## src/ccvs_pkg.sv

```systemverilog
package ccvs_pkg;
    // Register map and field layout
    localparam logic [15:0] OSC_CTRL_OFFSET = 16'hff00;
    localparam int CLK_SEL_BIT = 3;
    localparam int FAST_EN_BIT = 2;
    localparam int UNUSED_BIT = 1;
    localparam int VOLT_SEL_BIT = 0;
    localparam logic [3:0] OSC_CTRL_RESET = 4'h0;
    localparam logic [3:0] OSC_CTRL_WMASK = 4'hd;

    // AXI responses
    localparam logic [1:0] RESP_OKAY = 2'h0;
    localparam logic [1:0] RESP_SLVERR = 2'h2;

    // Timing
    localparam int ACLK_PERIOD_NS = 25;
    localparam int INSTR_SRC_CLOCKS = 2;
    localparam int SLOW_INSTR_NS = 61000;
    localparam int FAST_INSTR_NS = 500;

    typedef enum logic {
        CCVS_SLOW_OSC,
        CCVS_FAST_OSC
    } ccvs_src_t;
endpackage

```

## src/ccvs_clk_if.sv

```systemverilog
`timescale 1ns/1ps
interface ccvs_clk_if;
    logic cpu_clk;
    logic cpu_clk_rise;
    modport src (output cpu_clk, output cpu_clk_rise);
    modport snk (input cpu_clk, input cpu_clk_rise);
endinterface

```

## src/ccvs_clk_mux.sv

```systemverilog
`timescale 1ns/1ps
module ccvs_clk_mux (
    input wire logic aclk,
    input wire logic aresetn,
    input wire logic slow_oscillator,
    input wire logic fast_oscillator,
    input wire logic sel_fast,
    output logic active_fast,
    ccvs_clk_if.src clk
);
    typedef enum logic {
        CCVS_RUN,
        CCVS_HOLD
    } ccvs_mux_state_t;

    logic [1:0] slow_sync_q;
    logic [1:0] fast_sync_q;
    ccvs_mux_state_t state_q;
    ccvs_pkg::ccvs_src_t cur_q;
    logic clk_q;
    logic rise_q;
    logic cur_level;
    logic req_level;
    logic want_switch;
    logic clk_d;

    assign cur_level = (cur_q == ccvs_pkg::CCVS_FAST_OSC) ? fast_sync_q[1] : slow_sync_q[1];
    assign req_level = sel_fast ? fast_sync_q[1] : slow_sync_q[1];
    assign want_switch = sel_fast != (cur_q == ccvs_pkg::CCVS_FAST_OSC);
    // Output finishes its current high phase, then parks low while a switch is pending, so no runt pulse escapes
    assign clk_d = (state_q == CCVS_RUN) && !(want_switch && !cur_level) && cur_level; // RULE17

    always_ff @(posedge aclk) begin
        if (!aresetn) begin
            slow_sync_q <= 2'h0;
            fast_sync_q <= 2'h0;
        end else begin
            slow_sync_q <= {slow_sync_q[0], slow_oscillator};
            fast_sync_q <= {fast_sync_q[0], fast_oscillator};
        end
    end

    always_ff @(posedge aclk) begin
        if (!aresetn) begin
            state_q <= CCVS_RUN;
            cur_q <= ccvs_pkg::CCVS_SLOW_OSC;
            clk_q <= 1'b0;
            rise_q <= 1'b0;
        end else begin
            clk_q <= clk_d;
            rise_q <= clk_d && !clk_q;
            case (state_q)
                CCVS_RUN: begin
                    if (want_switch && !cur_level) begin
                        state_q <= CCVS_HOLD; // RULE17
                    end
                end
                CCVS_HOLD: begin
                    if (!want_switch) begin
                        state_q <= CCVS_RUN;
                    end else if (!req_level) begin
                        cur_q <= sel_fast ? ccvs_pkg::CCVS_FAST_OSC : ccvs_pkg::CCVS_SLOW_OSC; // RULE17
                        state_q <= CCVS_RUN;
                    end
                end
                default: state_q <= CCVS_RUN;
            endcase
        end
    end

    assign clk.cpu_clk = clk_q;
    assign clk.cpu_clk_rise = rise_q;
    assign active_fast = cur_q == ccvs_pkg::CCVS_FAST_OSC;
endmodule

```

## src/ccvs_instr_timer.sv

```systemverilog
`timescale 1ns/1ps
module ccvs_instr_timer #(
    parameter int CLOCKS_PER_INSTR = ccvs_pkg::INSTR_SRC_CLOCKS
) (
    input wire logic aclk,
    input wire logic aresetn,
    ccvs_clk_if.snk clk,
    output logic instr_tick
);
    localparam int CW = $clog2(CLOCKS_PER_INSTR + 1);
    localparam logic [CW-1:0] LAST = CW'(CLOCKS_PER_INSTR - 1);

    logic [CW-1:0] cnt_q;
    logic tick_q;
    logic wrap;

    // One-cycle instruction spans a fixed number of source clocks
    assign wrap = clk.cpu_clk_rise && (cnt_q == LAST); // RULE1

    always_ff @(posedge aclk) begin
        if (!aresetn) begin
            cnt_q <= '0;
            tick_q <= 1'b0;
        end else begin
            tick_q <= wrap;
            if (wrap) begin
                cnt_q <= '0;
            end else if (clk.cpu_clk_rise) begin
                cnt_q <= cnt_q + CW'(1);
            end
        end
    end

    assign instr_tick = tick_q;
endmodule

```

## src/ccvs_top.sv

```systemverilog
`timescale 1ns/1ps
// What the document asks of this block and of its software
// RULE1: Instruction takes two source clocks: 61 us slow, 0.5 us fast.
// RULE2: Control register at OSCILLATOR_CONTROL: D3 clock select, D2 fast enable, D0 voltage.
// RULE3: Bit D1 always reads zero; writes to it are dropped.
// RULE4: Reset clears all control bits: slow clock, fast oscillator off, low core.
// RULE5: Voltage select one gives 2.25 V core, zero gives 1.35 V; reads back.
// RULE6: With RC slow oscillator option, core level stays at 2.25 V.
// RULE7: Fast enable one starts fast oscillator, zero stops it; reads back.
// RULE8: Clock select one picks fast oscillator, zero slow; reads back.
// RULE9: Clock select write of one ignored while voltage low and fast oscillator off.
// RULE10: Software raises voltage, waits 2.5 ms, then enables fast oscillator.
// RULE11: Software waits 5 ms after enabling fast oscillator before selecting it.
// RULE12: Software adds generous margin to the fast oscillator settling wait.
// RULE13: Software returns: select slow, stop fast oscillator, then lower voltage.
// RULE14: Stopping fast oscillator and switching back use separate writes.
// RULE15: Software keeps the fast oscillator stopped when speed is not needed.
// RULE16: With RC slow oscillator, software need not touch the voltage.
// RULE17: Clock source change produces no shortened or runt clock pulses.
module ccvs_top #(
    parameter int ADDR_W = 16,
    parameter int CLOCKS_PER_INSTR = ccvs_pkg::INSTR_SRC_CLOCKS
) (
    input wire logic aclk,
    input wire logic aresetn,
    input wire logic [ADDR_W-1:0] s_axi_awaddr,
    input wire logic [2:0] s_axi_awprot,
    input wire logic s_axi_awvalid,
    output logic s_axi_awready,
    input wire logic [31:0] s_axi_wdata,
    input wire logic [3:0] s_axi_wstrb,
    input wire logic s_axi_wvalid,
    output logic s_axi_wready,
    output logic [1:0] s_axi_bresp,
    output logic s_axi_bvalid,
    input wire logic s_axi_bready,
    input wire logic [ADDR_W-1:0] s_axi_araddr,
    input wire logic [2:0] s_axi_arprot,
    input wire logic s_axi_arvalid,
    output logic s_axi_arready,
    output logic [31:0] s_axi_rdata,
    output logic [1:0] s_axi_rresp,
    output logic s_axi_rvalid,
    input wire logic s_axi_rready,
    input wire logic slow_oscillator,
    input wire logic fast_oscillator,
    input wire logic rc_slow_osc_option,
    output logic fast_osc_enable,
    output logic core_supply_level,
    output logic cpu_clk,
    output logic cpu_clock_active_fast,
    output logic instr_tick
);
    localparam logic [ADDR_W-1:0] CTRL_ADDR = ADDR_W'(ccvs_pkg::OSC_CTRL_OFFSET);

    // Write channel holding registers
    logic aw_full_q;
    logic w_full_q;
    logic [ADDR_W-1:0] aw_addr_q;
    logic [3:0] w_data_q;
    logic w_strb0_q;
    logic bvalid_q;
    logic [1:0] bresp_q;
    // Read channel
    logic rvalid_q;
    logic [31:0] rdata_q;
    logic [1:0] rresp_q;
    // Control fields
    logic clk_sel_q;
    logic fast_en_q;
    logic volt_sel_q;
    // Mask option strap synchroniser
    logic [1:0] rc_sync_q;

    logic aw_fire;
    logic w_fire;
    logic ar_fire;
    logic wr_fire;
    logic wr_hit;
    logic rd_hit;
    logic ctrl_wr;
    logic core_low;
    logic sel_blocked;
    logic [3:0] ctrl_rd;
    logic clk_sel_d;
    logic fast_en_d;
    logic volt_sel_d;

    ccvs_clk_if u_clk_if ();

    assign aw_fire = s_axi_awvalid && s_axi_awready;
    assign w_fire = s_axi_wvalid && s_axi_wready;
    assign ar_fire = s_axi_arvalid && s_axi_arready;
    assign s_axi_awready = !aw_full_q && !bvalid_q;
    assign s_axi_wready = !w_full_q && !bvalid_q;
    assign s_axi_arready = !rvalid_q;
    assign wr_fire = aw_full_q && w_full_q && !bvalid_q;
    assign wr_hit = aw_addr_q[ADDR_W-1:2] == CTRL_ADDR[ADDR_W-1:2]; // RULE2
    assign rd_hit = s_axi_araddr[ADDR_W-1:2] == CTRL_ADDR[ADDR_W-1:2]; // RULE2
    assign ctrl_wr = wr_fire && wr_hit && w_strb0_q;

    // Core stays high with the RC option whatever the select holds
    assign core_low = !rc_sync_q[1] && !volt_sel_q; // RULE6
    assign sel_blocked = core_low && !fast_en_q; // RULE9
    assign volt_sel_d = ctrl_wr ? w_data_q[ccvs_pkg::VOLT_SEL_BIT] : volt_sel_q; // RULE5
    assign fast_en_d = ctrl_wr ? w_data_q[ccvs_pkg::FAST_EN_BIT] : fast_en_q; // RULE7
    assign clk_sel_d = (ctrl_wr && !(sel_blocked && w_data_q[ccvs_pkg::CLK_SEL_BIT]))
        ? w_data_q[ccvs_pkg::CLK_SEL_BIT] : clk_sel_q; // RULE8 RULE9

    // Unused bit D1 is tied low on read
    always_comb begin
        ctrl_rd = ccvs_pkg::OSC_CTRL_RESET;
        ctrl_rd[ccvs_pkg::CLK_SEL_BIT] = clk_sel_q; // RULE8
        ctrl_rd[ccvs_pkg::FAST_EN_BIT] = fast_en_q; // RULE7
        ctrl_rd[ccvs_pkg::UNUSED_BIT] = 1'b0; // RULE3
        ctrl_rd[ccvs_pkg::VOLT_SEL_BIT] = volt_sel_q; // RULE5
    end

    always_ff @(posedge aclk) begin
        if (!aresetn) begin
            rc_sync_q <= 2'h0;
        end else begin
            rc_sync_q <= {rc_sync_q[0], rc_slow_osc_option};
        end
    end

    always_ff @(posedge aclk) begin
        if (!aresetn) begin
            clk_sel_q <= 1'b0; // RULE4
            fast_en_q <= 1'b0; // RULE4
            volt_sel_q <= 1'b0; // RULE4
        end else begin
            clk_sel_q <= clk_sel_d;
            fast_en_q <= fast_en_d;
            volt_sel_q <= volt_sel_d;
        end
    end

    always_ff @(posedge aclk) begin
        if (!aresetn) begin
            aw_full_q <= 1'b0;
            aw_addr_q <= '0;
        end else if (aw_fire) begin
            aw_full_q <= 1'b1;
            aw_addr_q <= s_axi_awaddr;
        end else if (wr_fire) begin
            aw_full_q <= 1'b0;
        end
    end

    always_ff @(posedge aclk) begin
        if (!aresetn) begin
            w_full_q <= 1'b0;
            w_data_q <= 4'h0;
            w_strb0_q <= 1'b0;
        end else if (w_fire) begin
            w_full_q <= 1'b1;
            w_data_q <= s_axi_wdata[3:0] & ccvs_pkg::OSC_CTRL_WMASK; // RULE3
            w_strb0_q <= s_axi_wstrb[0];
        end else if (wr_fire) begin
            w_full_q <= 1'b0;
        end
    end

    always_ff @(posedge aclk) begin
        if (!aresetn) begin
            bvalid_q <= 1'b0;
            bresp_q <= ccvs_pkg::RESP_OKAY;
        end else if (wr_fire) begin
            bvalid_q <= 1'b1;
            bresp_q <= wr_hit ? ccvs_pkg::RESP_OKAY : ccvs_pkg::RESP_SLVERR;
        end else if (s_axi_bready) begin
            bvalid_q <= 1'b0;
        end
    end

    always_ff @(posedge aclk) begin
        if (!aresetn) begin
            rvalid_q <= 1'b0;
            rdata_q <= 32'h0000_0000;
            rresp_q <= ccvs_pkg::RESP_OKAY;
        end else if (ar_fire) begin
            rvalid_q <= 1'b1;
            rdata_q <= rd_hit ? {28'h000_0000, ctrl_rd} : 32'h0000_0000;
            rresp_q <= rd_hit ? ccvs_pkg::RESP_OKAY : ccvs_pkg::RESP_SLVERR;
        end else if (s_axi_rready) begin
            rvalid_q <= 1'b0;
        end
    end

    assign s_axi_bvalid = bvalid_q;
    assign s_axi_bresp = bresp_q;
    assign s_axi_rvalid = rvalid_q;
    assign s_axi_rdata = rdata_q;
    assign s_axi_rresp = rresp_q;
    assign fast_osc_enable = fast_en_q; // RULE7
    assign core_supply_level = !core_low; // RULE5 RULE6
    assign cpu_clk = u_clk_if.cpu_clk;

    ccvs_clk_mux u_mux (
        .aclk(aclk),
        .aresetn(aresetn),
        .slow_oscillator(slow_oscillator),
        .fast_oscillator(fast_oscillator),
        .sel_fast(clk_sel_q), // RULE8
        .active_fast(cpu_clock_active_fast),
        .clk(u_clk_if.src)
    );

    ccvs_instr_timer #(
        .CLOCKS_PER_INSTR(CLOCKS_PER_INSTR)
    ) u_timer (
        .aclk(aclk),
        .aresetn(aresetn),
        .clk(u_clk_if.snk),
        .instr_tick(instr_tick)
    );
endmodule

```

## config.mk

```make
export PLATFORM = sky130hd
export DESIGN_NAME = ccvs_top
export DESIGN_NICKNAME = d
export VERILOG_FILES = /design/src/ccvs_pkg.sv /design/src/ccvs_clk_if.sv /design/src/ccvs_clk_mux.sv /design/src/ccvs_instr_timer.sv /design/src/ccvs_top.sv
export SDC_FILE = /design/constraint.sdc
export NUM_CORES = 1
export LEC_CHECK = 0
export BUFFER_PORTS_ARGS = -buffer_cell sky130_fd_sc_hd__buf_2
export CORE_ASPECT_RATIO = 0.6
export CORE_MARGIN = 1
export CORE_UTILIZATION = 44
export DETAILED_ROUTE_END_ITERATION = 8
export GPL_TIMING_DRIVEN = 0
export PLACE_DENSITY = 0.88
export SLEW_MARGIN = 15
export SYNTH_ARGS = -nofsm -noshare
export SYNTH_HDL_FRONTEND = slang
export SYNTH_SLANG_ARGS = --single-unit
```

## constraint.sdc

```tcl
create_clock -name aclk -period 4.8 [get_ports aclk]
set_input_delay 0.72 -clock aclk [delete_from_list [all_inputs] [get_ports aclk]]
set_output_delay 0.72 -clock aclk [all_outputs]
set_load 0.005 [all_outputs]
```

Word-level counts from Yosys, hierarchy flattened
Cells that the tools add are included.
Storage, ports and cells
  flip-flop bits (word level): 76
  bits of input ports: 84
  logic and storage cells: 83
Operators by class
  add/subtract/negate cells: 1
  equal/unequal tests: 4
  mux-type cells: 17
  bitwise gates (word level): 3
  reduce and logical (&&, ||, !) cells: 36
Operators by type and width (number)
  14-bit equality test (second input constant): 2
  1-bit logical AND: 18
  1-bit two-way mux: 13
  1-bit logical NOT: 12
  2-bit nonzero test: 4
  2-bit two-way mux: 2
  4-bit two-way mux: 1
  1-bit NOT: 3
  3-bit AND reduction: 1
  2-bit by 1-bit adder with 2-bit output (second input constant): 1
  2-bit by 1-bit equality test with 1-bit output (second input constant): 1
  1-bit case mux with 2 select lines: 1
  2-bit OR reduction: 1
  1-bit inequality test: 1

Depth between registers and ports, before layout
  depth after elaboration: 7
  mapped depth: 5

Hierarchy
Synthesis repeated with hierarchy kept, for this count alone.
Unflattened totals
  cells, all modules: 215
  area total of the unflattened synthesis: 1894.3 um2
By module, submodules not included
  ccvs_top: times used 1, cells each 176, area each 1490.2 um2
  ccvs_clk_mux: times used 1, cells each 27, area each 277.8 um2
  ccvs_instr_timer: times used 1, cells each 12, area each 126.4 um2

Worst setup path before layout
No wires, ideal clock.
  path kind: input port to flip-flop
  start: in s_axi_araddr[5]
  end: reg rdata_q[0], in the netlist s_axi_rdata[0]
  data arrival time: 1.888 ns
  required time: 4.734 ns
  setup slack: 2.846 ns
  stages: 4
  path buffers: 0
  path through: or4_1 > nor4_1 > a22oi_1 > nor2_1
Between the ends
  longest elaborated chain between the ends: 2
RTL lines
  start, declared: line ccvs_top.sv:37  | input wire logic [ADDR_W-1:0] s_axi_araddr,
  14-bit equality test: line ccvs_top.sv:99  | assign rd_hit = s_axi_araddr[ADDR_W-1:2] == CTRL_ADDR[ADDR_W-1:2];
  4-bit two-way mux: line ccvs_top.sv:184  | rdata_q <= rd_hit ? {28'h000_0000, ctrl_rd} : 32'h0000_0000;
  end signal, assigned: line ccvs_top.sv:184
  end, declared: line ccvs_top.sv:66  | logic [31:0] rdata_q;
No other way between the ends.
A chain may end at the register's enable or synchronous reset.

Worst setup path after layout
  start: in s_axi_araddr[5]
  end: reg rdata_q[2], in the netlist s_axi_rdata[2]
The elaborated chain is that of the path after synthesis.

==> results.sh <==
export IMPL_status="completed"
export IMPL_regToRegSetupSlack_ns=2.97
export IMPL_synth_area_um2=1850
export IMPL_cts_setup_buffers=0
export IMPL_num_nets_final=393
export IMPL_cts_tree="done"
export IMPL_drtPass1Iterations=4
export IMPL_fmaxAchievable_mhz=516
export IMPL_netlist_instances=215
export IMPL_ys_flop_type="dfxtp_1"
export IMPL_grt_ovfl_total=0
export IMPL_cap_violations=0
export IMPL_clk_pin_slew_ns=0.07
export IMPL_seq_area_frac_synth=0.465
export IMPL_diodes=0
export IMPL_synth_edf_count=0
export IMPL_drive_gt1_frac=0.314
export IMPL_grt_use_total=0.185
export IMPL_yosysWarnings=0
export IMPL_antenna_left=0
export IMPL_ioPinCount=130
export IMPL_reg2reg_from="aw_addr_q[3]$_SDFFE_PN0P_"
export IMPL_port_buffers=56
export IMPL_async_flop_share=0
export IMPL_drv_slew=0
export IMPL_rsz0062_at_grt="false"
export IMPL_clk_latency_ns=0.29
export IMPL_holdWs_ns=0.435
export IMPL_cts_buffers=5
export IMPL_start_util=0.481
export IMPL_p_per_area_nw_per_um2=290
export IMPL_hold_depth=1
export IMPL_placed_area_um2=2320
export IMPL_design_area_um2=2400
export IMPL_postCtsHoldBufs=0
export IMPL_vias=1591
export IMPL_critPathKind="in -> reg"
export IMPL_worstRegToRegCells=4
export IMPL_fillCellCount=339
export IMPL_grt_pass1_wl_um=6200
export IMPL_cts_buffer_depth=2
export IMPL_hold_path_class="reg -> reg"
export IMPL_post_route_util=0.623
export IMPL_gp_congestion=0.801
export IMPL_hold_end="u_mux.slow_sync_q[1]$_SDFF_PN0_"
export IMPL_h_tree_depth=2
export IMPL_synth_top_area_cell="dfxtp_1"
export IMPL_cp_start_kind="input pin"
export IMPL_avgRoutedWirePerCell_um=10.3
export IMPL_worst_clock_skew_ns=0.00768
export IMPL_rows=17
export IMPL_synth_area_leaders="dfxtp_1 (46%), buf_4 (13%), nand2_1 (7.5%), a21oi_1 (5.7%), mux2i_1 (3.8%)"
export IMPL_hp_start="u_mux.slow_sync_q[0]$_SDFF_PN0_"
export IMPL_area_delta_synth_final_pct=29.5
export IMPL_vias_per_cell=4.35
export IMPL_peakVddDrop_mv=0.164
export IMPL_crit_required_ns=5.03
export IMPL_root_buffer="clkbuf_8"
export IMPL_timing_rr_end="fast_osc_enable$_SDFFE_PN0P_"
export IMPL_hpwl_um=3040
export IMPL_syn_area_per_cell_um2=8.61
export IMPL_totalPowerFinal_uw=695
export IMPL_leakage_uw=0.00113
export IMPL_core_um2=3850
export IMPL_setup_viol=0
export IMPL_cts_sinks=43
export IMPL_fin_crit_ns=1.94
export IMPL_grt_max_degree=13
export IMPL_drt_iter0_markers=84
export IMPL_yosysUniqueCellTypes=31
export IMPL_tightest_slew_ns=0.646
export IMPL_antenna_found_initial=0
export IMPL_wirelength_um=3780
export IMPL_first_global_vias=1368
export IMPL_cp_max_fo=4
export IMPL_fin_tns_setup_ns=0
export IMPL_endpoint_kind="flop"
export IMPL_hold_violations=0
export IMPL_cts_resized=0
export IMPL_die_w_um=85.8
export IMPL_die_area_um2=4480
export IMPL_synth_seq_cells=43
export IMPL_dieHeight_um=52.3
export IMPL_slew_headroom=0.566
export IMPL_yosysTopAreaCellShare=0.465
export IMPL_route_detailed_drc=0
export IMPL_fin_crit_sh=0.404
export IMPL_arrival_ns=2.16
[cells in the final DEF, fill, tap and decap left out]
cell	instances
a2111o_1	1
a211oi_1	3
a21oi_1	21
a22oi_1	3
and2_0	1
and2_1	7
and3_1	1
and3b_1	1
buf_2	56
buf_4	31
clkbuf_1	9
clkbuf_8	5
clkinv_1	1
clkinv_2	1
conb_1	31
dfxtp_1	43
ha_1	1
inv_1	8
mux2i_1	7
nand2_1	37
nand2b_1	1
nand4_1	2
nand4b_1	1
nand4bb_4	1
nor2_1	18
nor3_1	5
nor4_1	3
o2111ai_1	1
o21ai_0	3
o31a_1	1
or2_2	1
or4_1	1
or4_4	2
or4bb_1	1
[worst max-delay path: stages]
cell and delay [ns]:
buf_2 0.09, or4_1 0.51, nor4_1 0.59, a22oi_1 0.14, nor2_1 0.11
[synth_stat cells, types with 2 or more instances]
master and count:
nand2_1 37, buf_4 31, and2_1 7, dfxtp_1 43, o21ai_0 3, a21oi_1 21, nor2_1 18, a211oi_1 3
mux2i_1 7, nor3_1 5, a22oi_1 3, inv_1 8, or4_4 2, nand4_1 2, nor4_1 3, clkbuf_1 7
[worst max-delay path by stage]
stage,start,endpoint,slack [ns],depth (start not counted)
after global routing,s_axi_araddr[5],s_axi_rdata[3]$_SDFFE_PN0P_,2.77,5
after global placement,s_axi_araddr[5],s_axi_rdata[3]$_SDFFE_PN0P_,2.59,5
final,s_axi_araddr[5],s_axi_rdata[2]$_SDFFE_PN0P_,2.86,5
after CTS,s_axi_araddr[5],s_axi_rdata[3]$_SDFFE_PN0P_,2.88,5
after floorplan,s_axi_araddr[5],s_axi_rdata[0]$_SDFFE_PN0P_,2.85,4
after detailed placement,s_axi_araddr[5],s_axi_rdata[3]$_SDFFE_PN0P_,2.57,5
[kinds of logic after synthesis]
logic type,count (synthesis),synth area share
simple gates,83,0.226
buf+inv,47,0.158
flops,43,0.465
compound gates,33,0.105
mux,7,0.0378
fa+ha+maj,1,0.00676
other cells,1,0.00203
[final cells by class]
cell class	count	area [um^2]	area share
Clock buffer	7	76.3	0.0318
Multi-Input combinational cell	155	811	0.338
Buffer	38	259	0.108
Inverter	9	33.8	0.0141
Sequential cell	43	861	0.359
Clock inverter	1	5.00	0.00209
Timing Repair Buffer	56	280	0.117
Tap cell	57	71.3	0.0297
[report_power, final]
| part | internal (uW) | switching [uW] |
|---|---|---|
| Clock | 102 | 112 |
| Combinational | 50.8 | 45.7 |
| Sequential | 374 | 10.8 |
[sequential cells by signal, indices dropped and copies added, names as in the netlist, 2 cells and up]
register / count
w_data_q: 3
s_axi_rdata: 3
u_timer.cnt_q: 2
u_mux.slow_sync_q: 2
aw_addr_q: 14
u_mux.fast_sync_q: 2
rc_sync_q: 2
[per-stage QoR]
step	cells	worst slack, ns
5_1_grt	366	2.77
2_1_floorplan	245	2.85
4_1_cts	366	2.88
3_5_place_dp	358	2.57
6_report	366	2.86
3_3_place_gp	358	2.59
[layer usage]
layer | global-route usage | wire length [um] | share of wire
met1 | 0.245 | 1890 | 0.50
met2 | 0.277 | 1600 | 0.42
met3 | 0.0614 | 256 | 0.068
met4 | 0.0778 | 44 | 0.012
met5 | 0 | 0 | 0
(Power assumes the default switching activity.)
